`config.mk`:
```
export PLATFORM = sky130hd
export DESIGN_NAME = fba_adapter
export DESIGN_NICKNAME = d
export VERILOG_FILES = /design/src/common/fba_pkg.sv /design/src/rtl/fba_adapter.sv /design/src/rtl/fba_uart.sv
export SDC_FILE = /design/constraint.sdc
export NUM_CORES = 1
export LEC_CHECK = 0
export ABC_AREA = 1
export CAP_MARGIN = 20
export CORE_AREA = 2 2 190 145
export CTS_CLUSTER_SIZE = 25
export DETAILED_ROUTE_END_ITERATION = 8
export DIE_AREA = 0 0 192 147
export DONT_BUFFER_PORTS = 1
export GPL_TIMING_DRIVEN = 0
export PLACE_DENSITY = 0.76
export RECOVER_POWER = 50
export SYNTH_ARGS = -nofsm -noshare
export SYNTH_HDL_FRONTEND = slang
export SYNTH_SLANG_ARGS = --single-unit
```
`constraint.sdc`:
```
create_clock -name pclk -period 1.8 [get_ports pclk]
set_input_delay 0.36 -clock pclk [delete_from_list [all_inputs] [get_ports pclk]]
set_output_delay 0.36 -clock pclk [all_outputs]
set_load 0.02 [all_outputs]
```
`src/common/fba_pkg.sv`:
```
`default_nettype none
package fba_pkg;
  // ==========================================================
  // clocking and bit timing
  localparam int CLK_HZ      = 100_000_000;
  localparam int BIT_RATE    = 93_750;
  localparam int BIT_CYC     = CLK_HZ / BIT_RATE;
  localparam int HALF_CYC    = BIT_CYC / 2;
  localparam int GAP_BITS    = 33;
  localparam int GAP_CYC     = GAP_BITS * BIT_CYC;
  localparam int WD_UNIT_MS  = 10;
  localparam int WD_UNIT_CYC = (CLK_HZ / 1000) * WD_UNIT_MS;
  // ==========================================================
  // register offsets
  localparam logic [7:0] REG_CTRL    = 8'h00;
  localparam logic [7:0] REG_STATUS  = 8'h04;
  localparam logic [7:0] REG_INT_ST  = 8'h08;
  localparam logic [7:0] REG_INT_CLR = 8'h0c;
  localparam logic [7:0] REG_INT_EN  = 8'h10;
  localparam logic [7:0] REG_SAFE    = 8'h14;
  localparam logic [7:0] REG_ADP_ID  = 8'h18;
  localparam logic [7:0] REG_BASE    = 8'h1c;
  localparam logic [7:0] REG_MASTER  = 8'h20;
  // ==========================================================
  // fields and reset values
  localparam int CTRL_EN_BIT = 0;
  localparam logic [31:0] CTRL_RST = 32'h0000_0001;
  localparam logic [7:0]  SAFE_RST = 8'h00;
  localparam int EV_BOOT  = 0;
  localparam int EV_CFG   = 1;
  localparam int EV_WD    = 2;
  localparam int EV_IOERR = 3;
  localparam int EV_FRAME = 4;
  localparam int EV_W     = 5;
  localparam int ST_DIAG_BIT = 7;
  localparam int ST_PRM_BIT  = 1;
  localparam int ST_CFG_BIT  = 0;
  localparam int DG_IOERR_BIT = 0;
  localparam int DG_WD_BIT    = 1;
  localparam int DG_CFG_BIT   = 2;
  // arbitrary value, not a real registration
  localparam logic [15:0] ADAPTER_ID_DEF = 16'h0a5c;
  // ==========================================================
  // function codes
  localparam logic [7:0] FN_CFG  = 8'h01;
  localparam logic [7:0] FN_PRM  = 8'h02;
  localparam logic [7:0] FN_DXI  = 8'h03;
  localparam logic [7:0] FN_DXO  = 8'h04;
  localparam logic [7:0] FN_DIAG = 8'h05;
  localparam logic [7:0] FN_ID   = 8'h06;
  localparam logic [1:0] LAST_IDX = 2'h3;

  typedef enum logic [1:0] {
    ST_BOOT = 2'b00,
    ST_RX   = 2'b01,
    ST_EXEC = 2'b10,
    ST_TX   = 2'b11
  } fba_state_e;
endpackage : fba_pkg
`default_nettype wire

```
`src/rtl/fba_adapter.sv`:
```
// Register access over APB and the placing of the registers were left to the implementer.
`default_nettype none
module fba_adapter import fba_pkg::*; #(
  parameter int          TICK_CYC   = WD_UNIT_CYC,
  parameter int          GAP_LIMIT  = GAP_CYC,
  parameter logic [15:0] ADAPTER_ID = ADAPTER_ID_DEF
) (
  // apb slave
  input  wire logic        pclk,
  input  wire logic        presetn,
  input  wire logic        psel,
  input  wire logic        penable,
  input  wire logic        pwrite,
  input  wire logic [7:0]  paddr,
  input  wire logic [31:0] pwdata,
  output logic [31:0]      prdata,
  output logic             pready,
  output logic             pslverr,
  // fieldbus transceiver
  input  wire logic        bus_rx,
  output logic             bus_tx,
  output logic             bus_tx_en,
  // front panel
  input  wire logic [6:0]  addr_sw,
  output logic             bus_fault_indicator,
  // base_side_link
  input  wire logic        base_info_vld,
  input  wire logic [7:0]  base_size,
  input  wire logic [7:0]  base_ident,
  input  wire logic        base_io_err,
  input  wire logic [7:0]  base_inputs,
  output logic [7:0]       base_outputs,
  output logic [7:0]       base_params,
  // supply and interrupt
  input  wire logic        supply_ok,
  output logic             irq
);
  // ==========================================================
  // pin synchronisers
  logic [33:0] sy1_ff, sy2_ff;
  logic        sup_ok, b_vld, io_err;
  logic [6:0]  my_addr;
  logic [7:0]  b_size, b_ident, b_in;
  assign {sup_ok, b_vld, io_err, my_addr, b_size, b_ident, b_in} = sy2_ff;

  always_ff @(posedge pclk or negedge presetn) begin
    if (!presetn) begin
      sy1_ff <= '0;
      sy2_ff <= '0;
    end else begin
      sy1_ff <= {supply_ok, base_info_vld, base_io_err, addr_sw,
                 base_size, base_ident, base_inputs};
      sy2_ff <= sy1_ff;
    end
  end

  // ==========================================================
  // protocol state
  fba_state_e  state_ff, nxt_state;
  logic [1:0]  idx_ff, nxt_idx;
  logic [7:0]  buf_ff [0:3];
  logic [7:0]  nxt_buf [0:3];
  logic [7:0]  rep1_ff, nxt_rep1, rep2_ff, nxt_rep2;
  logic [7:0]  size_ff, nxt_size, ident_ff, nxt_ident;
  logic [7:0]  mid_ff, nxt_mid, wdt_ff, nxt_wdt, wdc_ff, nxt_wdc;
  logic [19:0] wdd_ff, nxt_wdd;
  logic [15:0] gap_ff, nxt_gap;
  logic        base_ok_ff, nxt_base_ok, cfg_ok_ff, nxt_cfg_ok;
  logic        prm_ok_ff, nxt_prm_ok, rd_done_ff, nxt_rd_done;
  logic        wd_exp_ff, nxt_wd_exp, cfg_fail_ff, nxt_cfg_fail;
  logic        diag_ff, nxt_diag, ioe_d_ff, nxt_ioe_d;
  logic        drive_ff, nxt_drive, txs_ff, nxt_txs, bf_ff, nxt_bf;
  logic [7:0]  txb_ff, nxt_txb, out_ff, nxt_out, par_ff, nxt_par;
  logic [EV_W-1:0] ev;
  logic        diag_set, diag_clr, reply;
  logic [7:0]  rx_byte, st_byte;
  logic        rx_vld, rx_err, tx_busy;
  logic [31:0] ctrl_ff;
  logic [7:0]  safe_ff;
  logic        link_en;
  assign link_en = ctrl_ff[CTRL_EN_BIT];
  assign st_byte = {diag_ff, 5'h00, prm_ok_ff, cfg_ok_ff};

  // rx only listens while no reply is under way
  fba_uart u_uart (
    .pclk     (pclk),
    .presetn  (presetn),
    .rx_pin   (bus_rx),
    .tx_line  (bus_tx),
    .rx_en    (state_ff == ST_RX),
    .rx_byte  (rx_byte),
    .rx_vld   (rx_vld),
    .rx_err   (rx_err),
    .tx_start (txs_ff),
    .tx_byte  (txb_ff),
    .tx_busy  (tx_busy)
  );

  always_comb begin
    nxt_state = state_ff; nxt_idx = idx_ff; nxt_buf = buf_ff;
    nxt_rep1 = rep1_ff; nxt_rep2 = rep2_ff;
    nxt_size = size_ff; nxt_ident = ident_ff; nxt_mid = mid_ff;
    nxt_wdt = wdt_ff; nxt_wdc = wdc_ff; nxt_wdd = wdd_ff; nxt_gap = gap_ff;
    nxt_base_ok = base_ok_ff; nxt_cfg_ok = cfg_ok_ff; nxt_prm_ok = prm_ok_ff;
    nxt_rd_done = rd_done_ff; nxt_wd_exp = wd_exp_ff; nxt_cfg_fail = cfg_fail_ff;
    nxt_ioe_d = io_err; nxt_drive = drive_ff; nxt_txs = 1'b0; nxt_txb = txb_ff;
    nxt_out = out_ff; nxt_par = par_ff;
    ev = '0; diag_clr = 1'b0; reply = 1'b0;
    if (prm_ok_ff && wdt_ff != 8'h00 && !wd_exp_ff) begin
      if (wdd_ff == 20'(TICK_CYC - 1)) begin
        nxt_wdd = 20'h00000;
        nxt_wdc = wdc_ff + 8'h01;
      end else begin
        nxt_wdd = wdd_ff + 20'h00001;
      end
      if (wdc_ff == wdt_ff) begin
        nxt_wd_exp = 1'b1;
        ev[EV_WD] = 1'b1;
      end
    end
    // rising base error is latched for diagnostics
    if (io_err && !ioe_d_ff) ev[EV_IOERR] = 1'b1;
    case (state_ff)
      ST_BOOT: begin
        // latch base size and identity first
        if (b_vld) begin
          nxt_size = b_size;
          nxt_ident = b_ident;
          nxt_base_ok = 1'b1;
          nxt_state = ST_RX;
          ev[EV_BOOT] = 1'b1;
        end
      end
      ST_RX: begin
        if (rx_err) begin
          nxt_idx = 2'h0;
          ev[EV_FRAME] = 1'b1;
        end else if (rx_vld) begin
          nxt_buf[idx_ff] = rx_byte;
          nxt_gap = 16'h0000;
          nxt_idx = idx_ff + 2'h1;
          if (idx_ff == LAST_IDX) nxt_state = ST_EXEC;
        end else if (idx_ff != 2'h0) begin
          // a stalled frame is dropped so the next one realigns
          if (gap_ff == 16'(GAP_LIMIT - 1)) begin
            nxt_idx = 2'h0;
            nxt_gap = 16'h0000;
            ev[EV_FRAME] = 1'b1;
          end else begin
            nxt_gap = gap_ff + 16'h0001;
          end
        end
      end
      ST_EXEC: begin
        nxt_state = ST_RX;
        // only our own switch address is served
        if (link_en && buf_ff[0] == {1'b0, my_addr}) begin
          reply = 1'b1;
          case (buf_ff[1])
            FN_CFG: begin
              // exact match of ident and size
              nxt_cfg_ok = (buf_ff[2] == ident_ff) && (buf_ff[3] == size_ff);
              nxt_cfg_fail = !nxt_cfg_ok;
              nxt_prm_ok = 1'b0;
              nxt_rd_done = 1'b0;
              ev[EV_CFG] = !nxt_cfg_ok;
              nxt_rep1 = ident_ff;
              nxt_rep2 = size_ff;
            end
            FN_PRM: begin
              if (cfg_ok_ff) begin
                nxt_prm_ok = 1'b1;
                nxt_mid = buf_ff[2];
                nxt_wdt = buf_ff[3];
                nxt_wdc = 8'h00;
                nxt_wdd = 20'h00000;
                nxt_wd_exp = 1'b0;
              end
              nxt_rep1 = 8'h00;
              nxt_rep2 = 8'h00;
            end
            FN_DXI: begin
              reply = prm_ok_ff;
              nxt_rd_done = prm_ok_ff;
              nxt_rep1 = b_in;
              nxt_rep2 = 8'h00;
              nxt_wdc = 8'h00;
              nxt_wdd = 20'h00000;
            end
            FN_DXO: begin
              // output write only after input read
              reply = prm_ok_ff && rd_done_ff;
              if (reply) begin
                nxt_out = buf_ff[2];
                nxt_par = buf_ff[3];
                nxt_rd_done = 1'b0;
                nxt_wd_exp = 1'b0;
                nxt_wdc = 8'h00;
                nxt_wdd = 20'h00000;
              end
              nxt_rep1 = 8'h00;
              nxt_rep2 = 8'h00;
            end
            FN_DIAG: begin
              nxt_rep1 = 8'h00;
              nxt_rep1[DG_IOERR_BIT] = io_err;
              nxt_rep1[DG_WD_BIT] = wd_exp_ff;
              nxt_rep1[DG_CFG_BIT] = cfg_fail_ff;
              nxt_rep2 = 8'h00;
              diag_clr = 1'b1;
            end
            FN_ID: begin
              nxt_rep1 = ADAPTER_ID[15:8];
              nxt_rep2 = ADAPTER_ID[7:0];
            end
            default: reply = 1'b0;
          endcase
          if (reply) begin
            nxt_state = ST_TX;
            nxt_drive = 1'b1;
            nxt_idx = 2'h0;
          end
        end
      end
      ST_TX: begin
        // driver held for the whole reply only
        if (!tx_busy && !txs_ff) begin
          if (idx_ff == LAST_IDX) begin
            nxt_state = ST_RX;
            nxt_drive = 1'b0;
            nxt_idx = 2'h0;
          end else begin
            nxt_txs = 1'b1;
            // status byte carries the diagnostic flag
            nxt_txb = (idx_ff == 2'h0) ? st_byte :
                      (idx_ff == 2'h1) ? rep1_ff : rep2_ff;
            nxt_idx = idx_ff + 2'h1;
          end
        end
      end
      default: nxt_state = ST_BOOT;
    endcase
    // shutdown value whenever not exchanging safely
    if (nxt_wd_exp || !nxt_prm_ok) nxt_out = safe_ff;
    // supply fault returns the link state to boot and forces the shutdown value; apb registers keep their values
    if (!sup_ok) begin
      nxt_state = ST_BOOT; nxt_idx = 2'h0; nxt_base_ok = 1'b0;
      nxt_cfg_ok = 1'b0; nxt_prm_ok = 1'b0; nxt_rd_done = 1'b0;
      nxt_wd_exp = 1'b0; nxt_drive = 1'b0; nxt_txs = 1'b0;
      nxt_out = safe_ff; nxt_par = 8'h00;
    end
    // a new event beats a same-cycle poll
    diag_set = ev[EV_WD] | ev[EV_IOERR] | ev[EV_CFG];
    nxt_diag = (diag_ff & !diag_clr) | diag_set;
    // fault while linked but not exchanging
    nxt_bf = link_en && (!nxt_prm_ok || nxt_wd_exp);
  end

  always_ff @(posedge pclk or negedge presetn) begin
    if (!presetn) begin
      state_ff <= ST_BOOT; idx_ff <= 2'h0; buf_ff <= '{default: 8'h00};
      rep1_ff <= 8'h00; rep2_ff <= 8'h00; size_ff <= 8'h00; ident_ff <= 8'h00;
      mid_ff <= 8'h00; wdt_ff <= 8'h00; wdc_ff <= 8'h00; wdd_ff <= 20'h00000;
      gap_ff <= 16'h0000; base_ok_ff <= 1'b0; cfg_ok_ff <= 1'b0;
      prm_ok_ff <= 1'b0; rd_done_ff <= 1'b0; wd_exp_ff <= 1'b0;
      cfg_fail_ff <= 1'b0; diag_ff <= 1'b0; ioe_d_ff <= 1'b0;
      drive_ff <= 1'b0; txs_ff <= 1'b0; txb_ff <= 8'h00; bf_ff <= 1'b0;
      out_ff <= SAFE_RST; par_ff <= 8'h00;
    end else begin
      state_ff <= nxt_state; idx_ff <= nxt_idx; buf_ff <= nxt_buf;
      rep1_ff <= nxt_rep1; rep2_ff <= nxt_rep2; size_ff <= nxt_size;
      ident_ff <= nxt_ident; mid_ff <= nxt_mid; wdt_ff <= nxt_wdt;
      wdc_ff <= nxt_wdc; wdd_ff <= nxt_wdd; gap_ff <= nxt_gap;
      base_ok_ff <= nxt_base_ok; cfg_ok_ff <= nxt_cfg_ok;
      prm_ok_ff <= nxt_prm_ok; rd_done_ff <= nxt_rd_done;
      wd_exp_ff <= nxt_wd_exp; cfg_fail_ff <= nxt_cfg_fail;
      diag_ff <= nxt_diag; ioe_d_ff <= nxt_ioe_d; drive_ff <= nxt_drive;
      txs_ff <= nxt_txs; txb_ff <= nxt_txb; bf_ff <= nxt_bf;
      out_ff <= nxt_out; par_ff <= nxt_par;
    end
  end

  assign bus_tx_en = drive_ff;
  assign bus_fault_indicator = bf_ff;
  assign base_outputs = out_ff;
  assign base_params = par_ff;

  // ==========================================================
  // apb registers and interrupt
  logic [31:0] prd_ff, nxt_prd, nxt_ctrl;
  logic        prdy_ff, nxt_prdy, perr_ff, nxt_perr, irq_ff, nxt_irq;
  logic [7:0]  nxt_safe;
  logic [EV_W-1:0] ist_ff, nxt_ist, ien_ff, nxt_ien, clr;
  logic        wr;

  always_comb begin
    nxt_prdy = psel && !penable;
    nxt_prd = 32'h0000_0000;
    nxt_perr = 1'b0;
    nxt_ctrl = ctrl_ff; nxt_safe = safe_ff; nxt_ien = ien_ff;
    clr = '0;
    wr = psel && penable && prdy_ff && pwrite;
    if (psel && !penable) begin
      if (paddr == REG_CTRL) nxt_prd = ctrl_ff;
      else if (paddr == REG_STATUS)
        nxt_prd = {26'h0, state_ff, wd_exp_ff, prm_ok_ff, cfg_ok_ff, base_ok_ff};
      else if (paddr == REG_INT_ST) nxt_prd = {27'h0, ist_ff};
      else if (paddr == REG_INT_CLR) nxt_prd = 32'h0000_0000;
      else if (paddr == REG_INT_EN) nxt_prd = {27'h0, ien_ff};
      else if (paddr == REG_SAFE) nxt_prd = {24'h0, safe_ff};
      else if (paddr == REG_ADP_ID) nxt_prd = {16'h0, ADAPTER_ID};
      else if (paddr == REG_BASE) nxt_prd = {16'h0, size_ff, ident_ff};
      else if (paddr == REG_MASTER) nxt_prd = {16'h0, wdt_ff, mid_ff};
      else nxt_perr = 1'b1;
    end
    if (wr) begin
      if (paddr == REG_CTRL) nxt_ctrl = {31'h0, pwdata[CTRL_EN_BIT]};
      else if (paddr == REG_INT_CLR) clr = pwdata[EV_W-1:0];
      else if (paddr == REG_INT_EN) nxt_ien = pwdata[EV_W-1:0];
      else if (paddr == REG_SAFE) nxt_safe = pwdata[7:0];
    end
    // event in the clearing cycle survives
    nxt_ist = (ist_ff & ~clr) | ev;
    nxt_irq = |(ist_ff & ien_ff);
  end

  always_ff @(posedge pclk or negedge presetn) begin
    if (!presetn) begin
      prd_ff <= 32'h0000_0000; prdy_ff <= 1'b0; perr_ff <= 1'b0;
      ctrl_ff <= CTRL_RST; safe_ff <= SAFE_RST;
      ist_ff <= '0; ien_ff <= '0; irq_ff <= 1'b0;
    end else begin
      prd_ff <= nxt_prd; prdy_ff <= nxt_prdy; perr_ff <= nxt_perr;
      ctrl_ff <= nxt_ctrl; safe_ff <= nxt_safe;
      ist_ff <= nxt_ist; ien_ff <= nxt_ien; irq_ff <= nxt_irq;
    end
  end

  assign prdata = prd_ff;
  assign pready = prdy_ff;
  assign pslverr = perr_ff;
  assign irq = irq_ff;
endmodule : fba_adapter
`default_nettype wire

```
`src/rtl/fba_uart.sv`:
```
`default_nettype none
module fba_uart import fba_pkg::*; (
  // clock and reset
  input  wire logic       pclk,
  input  wire logic       presetn,
  // line
  input  wire logic       rx_pin,
  output logic            tx_line,
  // receive side
  input  wire logic       rx_en,
  output logic [7:0]      rx_byte,
  output logic            rx_vld,
  output logic            rx_err,
  // transmit side
  input  wire logic       tx_start,
  input  wire logic [7:0] tx_byte,
  output logic            tx_busy
);
  logic        s1_ff, s2_ff;
  logic        rb_ff, nxt_rb;
  logic [11:0] rc_ff, nxt_rc;
  logic [3:0]  ri_ff, nxt_ri;
  logic [7:0]  rs_ff, nxt_rs;
  logic        rv_ff, nxt_rv, re_ff, nxt_re;
  logic        tb_ff, nxt_tb, tl_ff, nxt_tl;
  logic [11:0] tc_ff, nxt_tc;
  logic [3:0]  ti_ff, nxt_ti;
  logic [9:0]  ts_ff, nxt_ts;

  assign rx_byte = rs_ff;
  assign rx_vld  = rv_ff;
  assign rx_err  = re_ff;
  assign tx_line = tl_ff;
  assign tx_busy = tb_ff;

  // ==========================================================
  // 8n1 receive and transmit
  always_comb begin
    nxt_rb = rb_ff; nxt_rc = rc_ff; nxt_ri = ri_ff; nxt_rs = rs_ff;
    nxt_rv = 1'b0; nxt_re = 1'b0;
    nxt_tb = tb_ff; nxt_tc = tc_ff; nxt_ti = ti_ff; nxt_ts = ts_ff;
    nxt_tl = tl_ff;
    if (!rb_ff) begin
      if (rx_en && !s2_ff) begin
        nxt_rb = 1'b1;
        nxt_rc = 12'(HALF_CYC);
        nxt_ri = 4'h0;
      end
    end else if (rc_ff == 12'h000) begin
      nxt_rc = 12'(BIT_CYC - 1);
      if (ri_ff == 4'h0) begin
        // glitch shorter than half a bit is not a start
        if (s2_ff) nxt_rb = 1'b0;
        else nxt_ri = 4'h1;
      end else if (ri_ff < 4'h9) begin
        nxt_rs = {s2_ff, rs_ff[7:1]};
        nxt_ri = ri_ff + 4'h1;
      end else begin
        nxt_rb = 1'b0;
        nxt_rv = s2_ff;
        nxt_re = !s2_ff;
      end
    end else begin
      nxt_rc = rc_ff - 12'h001;
    end
    if (!tb_ff) begin
      nxt_tl = 1'b1;
      if (tx_start) begin
        nxt_tb = 1'b1;
        nxt_ts = {1'b1, tx_byte, 1'b0};
        nxt_ti = 4'h0;
        nxt_tc = 12'h000;
      end
    end else if (tc_ff == 12'h000) begin
      if (ti_ff == 4'ha) begin
        nxt_tb = 1'b0;
        nxt_tl = 1'b1;
      end else begin
        nxt_tl = ts_ff[0];
        nxt_ts = {1'b1, ts_ff[9:1]};
        nxt_ti = ti_ff + 4'h1;
        nxt_tc = 12'(BIT_CYC - 1);
      end
    end else begin
      nxt_tc = tc_ff - 12'h001;
    end
  end

  always_ff @(posedge pclk or negedge presetn) begin
    if (!presetn) begin
      s1_ff <= 1'b1; s2_ff <= 1'b1;
      rb_ff <= 1'b0; rc_ff <= 12'h000; ri_ff <= 4'h0; rs_ff <= 8'h00;
      rv_ff <= 1'b0; re_ff <= 1'b0;
      tb_ff <= 1'b0; tc_ff <= 12'h000; ti_ff <= 4'h0; ts_ff <= 10'h3ff;
      tl_ff <= 1'b1;
    end else begin
      s1_ff <= rx_pin; s2_ff <= s1_ff;
      rb_ff <= nxt_rb; rc_ff <= nxt_rc; ri_ff <= nxt_ri; rs_ff <= nxt_rs;
      rv_ff <= nxt_rv; re_ff <= nxt_re;
      tb_ff <= nxt_tb; tc_ff <= nxt_tc; ti_ff <= nxt_ti; ts_ff <= nxt_ts;
      tl_ff <= nxt_tl;
    end
  end
endmodule : fba_uart
`default_nettype wire

```
Word level (Yosys, flattened, before mapping)
Cells that the tools add are included.
{"block": "classes", "n_addsub": 8, "magnitude_cmp": 3, "eq_ne": 57, "n_mux": 174, "n_bitwise": 15, "reduce_logical": 66}
{"cell": "two-way mux 16 bit", "n": 12}
{"cell": "two-way mux 8 bit", "n": 20}
{"cell": "two-way mux 20 bit", "n": 6}
{"cell": "two-way mux 12 bit", "n": 7}
{"cell": "two-way mux 1 bit", "n": 80}
{"cell": "one-hot mux 20 bit (3 select lines)", "n": 1}
{"cell": "one-hot mux 8 bit (3 select lines)", "n": 2}
{"cell": "two-way mux 10 bit", "n": 4}
{"cell": "two-way mux 4 bit", "n": 10}
{"cell": "one-hot mux 8 bit (5 select lines)", "n": 1}
{"cell": "two-way mux 2 bit", "n": 18}
{"cell": "inequality test 3 bit (second input constant)", "n": 12}
{"cell": "bitwise mux 32 bit", "n": 1}
{"cell": "equality test 8 x 3 -> 1 bit (second input constant)", "n": 4}
{"cell": "equality test 8 x 5 -> 1 bit (second input constant)", "n": 4}
{"cell": "two-way mux 32 bit", "n": 1}
{"cell": "AND reduction 4 bit", "n": 7}
{"cell": "equality test 8 bit", "n": 3}
{"cell": "logical NOT 12 bit", "n": 2}
{"cell": "AND reduction 3 bit", "n": 8}
{"cell": "subtractor 12 x 1 -> 12 bit (second input constant)", "n": 2}
{"cell": "adder 20 x 1 -> 20 bit (second input constant)", "n": 1}
{"cell": "equality test 20 bit (second input constant)", "n": 1}
{"cell": "adder 16 x 1 -> 16 bit (second input constant)", "n": 1}
{"cell": "49 further kinds", "n": 115}
{"block": "word_totals", "reg_bits": 342, "inputBits": 80, "elab_cells": 375}

Longest topological paths before layout
{"block": "depth", "depth_word": 11, "ltp_mapped": 14, "depth_no_buf": 13}

Cells and area by module
Synthesis repeated with hierarchy kept, for this count alone.
{"block": "hier_totals", "hier_cells": 1799, "area_unflattened_um2": 15363.5}
{"module": "fba_adapter", "instances": 1, "cells_each": 1388, "area_per_inst_um2": 12293.0, "seq_area_each_um2": 6732.7}
{"module": "fba_uart", "instances": 1, "cells_each": 411, "area_per_inst_um2": 3070.4, "seq_area_each_um2": 1416.4}

Least setup slack after synthesis
Ideal clock, no wire load.
{"block": "synth_path", "path_type": "register -> register", "from": "reg ctrl_ff[0]", "to": "reg out_ff[0] (netlist: base_outputs[0])", "setup_time_ns": 0.113, "t_arrival_ns": 1.673, "required_ns": 1.687, "path_slack_ns": 0.014, "path_stages_with_launch": 14, "path_buffers": 0, "cell_sequence": "dfstp_2 > inv_2 > nor2_2 > nand2_1 > nor2_1 > nand2_1 > nor2_2 > nand3_2 > nand2_2 > nand3_4 > nor2_8 > nand3b_1 > nand2_1 > inv_1"}
{"block": "synth_via", "elab_chain_cells": 7, "elab_cells_between_ends": 14, "cone_classes": "eq/ne: 4; mux: 6; reduce/logical: 4"}
{"item": "start: declaration", "line_no": "fba_adapter.sv:78", "text": "logic [31:0] ctrl_ff;"}
{"item": "start signal: assignment", "line_no": "fba_adapter.sv:334", "text": "ctrl_ff <= nxt_ctrl; safe_ff <= nxt_safe;"}
{"item": "logical AND 1 bit (*)", "line_no": "fba_adapter.sv:157", "text": "if (link_en && buf_ff[0] == {1'b0, my_addr}) begin"}
{"item": "two-way mux 1 bit", "line_no": "fba_adapter.sv:157"}
{"item": "two-way mux 1 bit", "line_no": "fba_adapter.sv:123", "text": "case (state_ff)"}
{"item": "logical NOT 1 bit", "line_no": "fba_adapter.sv:244", "text": "if (nxt_wd_exp || !nxt_prm_ok) nxt_out = safe_ff;"}
{"item": "logical OR 1 bit", "line_no": "fba_adapter.sv:244"}
{"item": "inequality test 3 x 1 -> 1 bit (no line) or two-way mux 8 bit (tied branches)"}
{"item": "AND reduction 4 bit (no line) or two-way mux 8 bit (tied branches)"}
{"item": "end signal: assignment", "line_no": "fba_adapter.sv:279", "text": "out_ff <= nxt_out; par_ff <= nxt_par;"}
{"item": "end: declaration", "line_no": "fba_adapter.sv:73", "text": "logic [7:0] txb_ff, nxt_txb, out_ff, nxt_out, par_ff, nxt_par;"}
Every way passes the cells marked *; elsewhere a longest branch is shown, timed or not.
A chain may end at the register's enable or synchronous reset.

Final worst setup path
{"block": "layout_path", "from": "reg ctrl_ff[0]", "to": "reg out_ff[6] (netlist: base_outputs[6])"}
Same word-level chain as after synthesis.

==> flow_summary.json <==
{
  "outcome": "finished, violations left",
  "violations": "negative hold slack, negative setup slack",
  "syn_area_um2": 15100,
  "io_buffer_count": 0,
  "cts_root_buffer": "clkbuf_16",
  "dp_hpwl_mm": 25.9,
  "hold_class": "input pin to async pin",
  "synth-xor-area-share_pct": 2.27,
  "routed_wl_mm": 41.2,
  "syn_to_final_growth_pct": 24.5,
  "synth_warnings": 0,
  "slew_violations": 0,
  "grt_max_degree": 326,
  "fin_crit_sh_pct": 118,
  "cp.required_ns": 2.21,
  "synthFlopType": "dfrtp_1",
  "syn-instance-count": 1710,
  "synthArstFlopShare_pct": 100,
  "cts.sinks": 325,
  "start_util_pct": 56.8,
  "max_slew.worst_pin.slew_ns": 0.853,
  "synthMuxAreaShare_pct": 0.747,
  "final_area_um2": 18800,
  "cts_tree": "done",
  "drt-initial-drc-count": 1182,
  "antenna_found_initial": 0,
  "syn_avg_cell_area_um2": 8.82,
  "clock_latency_ns": 0.53,
  "die-width_um": 192,
  "synthSimpleGateAreaFrac_pct": 22.2,
  "antenna_cells": 0,
  "ys_types": 61,
  "slowest_stage": "dfstp_2",
  "clkPwrFrac_pct": 35.7,
  "p_sw_mw": 5.60,
  "drc": 0,
  "place_ws_ns": -0.617,
  "grt_pass1_vias": 12000,
  "synth_edf_count": 0,
  "place_area_um2": 15600,
  "cellLeakagePower_nw": 8.61,
  "startpoint_type": "register",
  "synth_fa_ha_area_share_pct": 1.66,
  "max_cap_violations": 0,
  "ys_seq_elements": 325,
  "min_period_ns": 2.12,
  "dieArea_um2": 28200,
  "cp_max_fo": 10,
  "rsz0062_at_grt": "true",
  "htreeDepth": 2,
  "swShare_pct": 29.3,
  "clockBufferDepth": 3,
  "viasPerCell": 5.68,
  "grt_pass1_wl_mm": 62.0,
  "power_density_nw_per_um2": 1020,
  "hold_viol": 323,
  "overflow": 0,
  "p_seq_share_pct": 46.8,
  "drt_pass1_iterations": 5,
  "skew_ns": 0.0268,
  "slowest_delay_ns": 0.56,
  "final_common_cell": "nand2_1",
  "nNetsFinal": 1982,
  "crit_path_frequent_cell": "nand2_1",
  "synth_top_family_by_area": "simple AND/OR/NAND/NOR gates",
  "combPwrFrac_pct": 17.5,
  "intPower_mw": 13.5,
  "path_cells": "inv_4, nor2_4, nand2_1, nor2_1, nand2_1, nor2_4, nand2_4, nor2_4, buf_6, nand2_1, nand4_1, nand2_1, nand2_1, inv_1",
  "drtAntennaViolNets": 0,
  "place_congestion": 0.907,
  "fp-row-count": 52,
  "grt.total_usage_pct": 27.9,
  "fmax_mhz": 472,
  "timing.final.ws_setup_ns": -0.321,
  "clk_pin_slew_ns": 0.06,
  "setup-violations-final": 80,
  "layout_common_cells": "nand2_1, dfrtp_1, inv_1, nor2_1, o21ai_0",
  "pin_count": 134,
  "crit_type": "register to register",
  "end_kind": "register",
  "drive_gt1_share_pct": 23.0,
  "power_mw": 19.1,
  "slew_headroom_pct": 43.1,
  "cts_buffers": 34,
  "coreArea_um2": 26500,
  "timing.hold.ws_ns": -0.439,
  "synth_compound_area_share_pct": 11.4,
  "routedWlPerCell_um": 18.2,
  "fp.dieH_um": 147,
  "vias": 12800,
  "irDropWorstVdd_mv": 1.04,
  "synth-seq-area-share_pct": 54.0,
  "cp_data_arrival_time_ns": 2.54
}
[worst paths after layout]
check	from	to	slack (ns)	depth (start not counted)
min in group pclk	pwdata[5]	safe_ff[5]	0.01	2
max in group asynchronous	presetn	ident_ff[2]	1.56	0
worst min-delay path	presetn	wdd_ff[8]	-0.44	0
worst min register to register	sy1_ff[10]	sy2_ff[10]	0.34	0
worst max-delay path	ctrl_ff[0]	base_outputs[6]	-0.32	14
worst max register to register	ctrl_ff[0]	base_outputs[6]	-0.32	14
[state kept, by name, summed over array words and instances (netlist names), 12 cells and up]
signal and cells:
sy2_ff 34, wdd_ff 20, sy1_ff 34, gap_ff 16, prdata 16, u_uart.rc_ff 12, u_uart.tc_ff 12, buf_ff 32
[power groups by stage]
| stage | combinational (mW) | sequential, mW | clock (mW) |
|---|---|---|---|
| detailed placement | 2.59 | 8.97 | 0 |
| floorplan | 2.06 | 8.70 | 0 |
| global route | 3.68 | 9.01 | 7.20 |
| global placement | 2.48 | 8.94 | 0 |
| CTS | 2.86 | 8.87 | 6.88 |
| finish | 3.34 | 8.95 | 6.81 |
[area by class of cell]
class | count | area [um^2]
Clock inverter | 11 | 83.8
Buffer | 42 | 348
Clock buffer | 50 | 982
Fill cell | 1888 | 7780
Sequential cell | 325 | 8160
Tap cell | 351 | 439
Multi-Input combinational cell | 1125 | 6730
Inverter | 234 | 927
Timing Repair Buffer | 120 | 1090
[cells by family after synthesis]
group,after synthesis
other cells,1
mux,10
compound gates,297
xor+xnor,39
buf+inv,278
flops,325
simple gates,740
fa+ha+maj,20
[layer usage]
layer | vias to the layer above | global-route usage [%] | wire length [um]
met1 | 6215 | 41.0 | 17200
met5 | - | 0 | 0
li1 | 5904 | - | -
met4 | 0 | 9.39 | 1410
met2 | 602 | 41.8 | 19100
met3 | 98 | 5.38 | 3500
[repair_timing]
action | CTS | global route
endpoints found under the setup margin | 192 | 171
pin swaps | 28 | 59
gates resized for setup | 144 | 201
gates cloned | 5 | 1
hold buffers | 36 | 1
hold endpoints to repair | 361 | 324
setup buffers | 30 | 50
[synth_stat cells (all sizes together), types with 13 or more instances]
master,number,share of area (%)
a21oi,78,2.6
buf,30,1.5
clkbuf,14,0.35
dfrtp,312,52
dfstp,13,2.3
ha,20,1.7
inv,229,5.7
nand2,353,9.1
nand3,74,2.7
nand4,34,1.4
nor2,203,5.7
nor3,44,1.7
nor4,15,0.71
o21ai,145,5.0
xnor2,16,0.93
xor2,23,1.3
[critical path: cells and delay by family (launching register included)]
family | cells | cell delay, ns
and+or+nand+nor | 11 | 1.16
buffers and inverters | 3 | 0.28
DFF | 1 | 0.56
[metrics by stage]
stage,util (%),instances,setup TNS (ns)
global route,70.7,2258,-20.01
detailed placement,58.7,2076,-55.84
CTS,66.8,2206,-5.09
finish,70.7,2258,-12.43
floorplan,-,1725,0
global placement,58.7,2076,-48.35
Power figures use the tool's default switching activity.
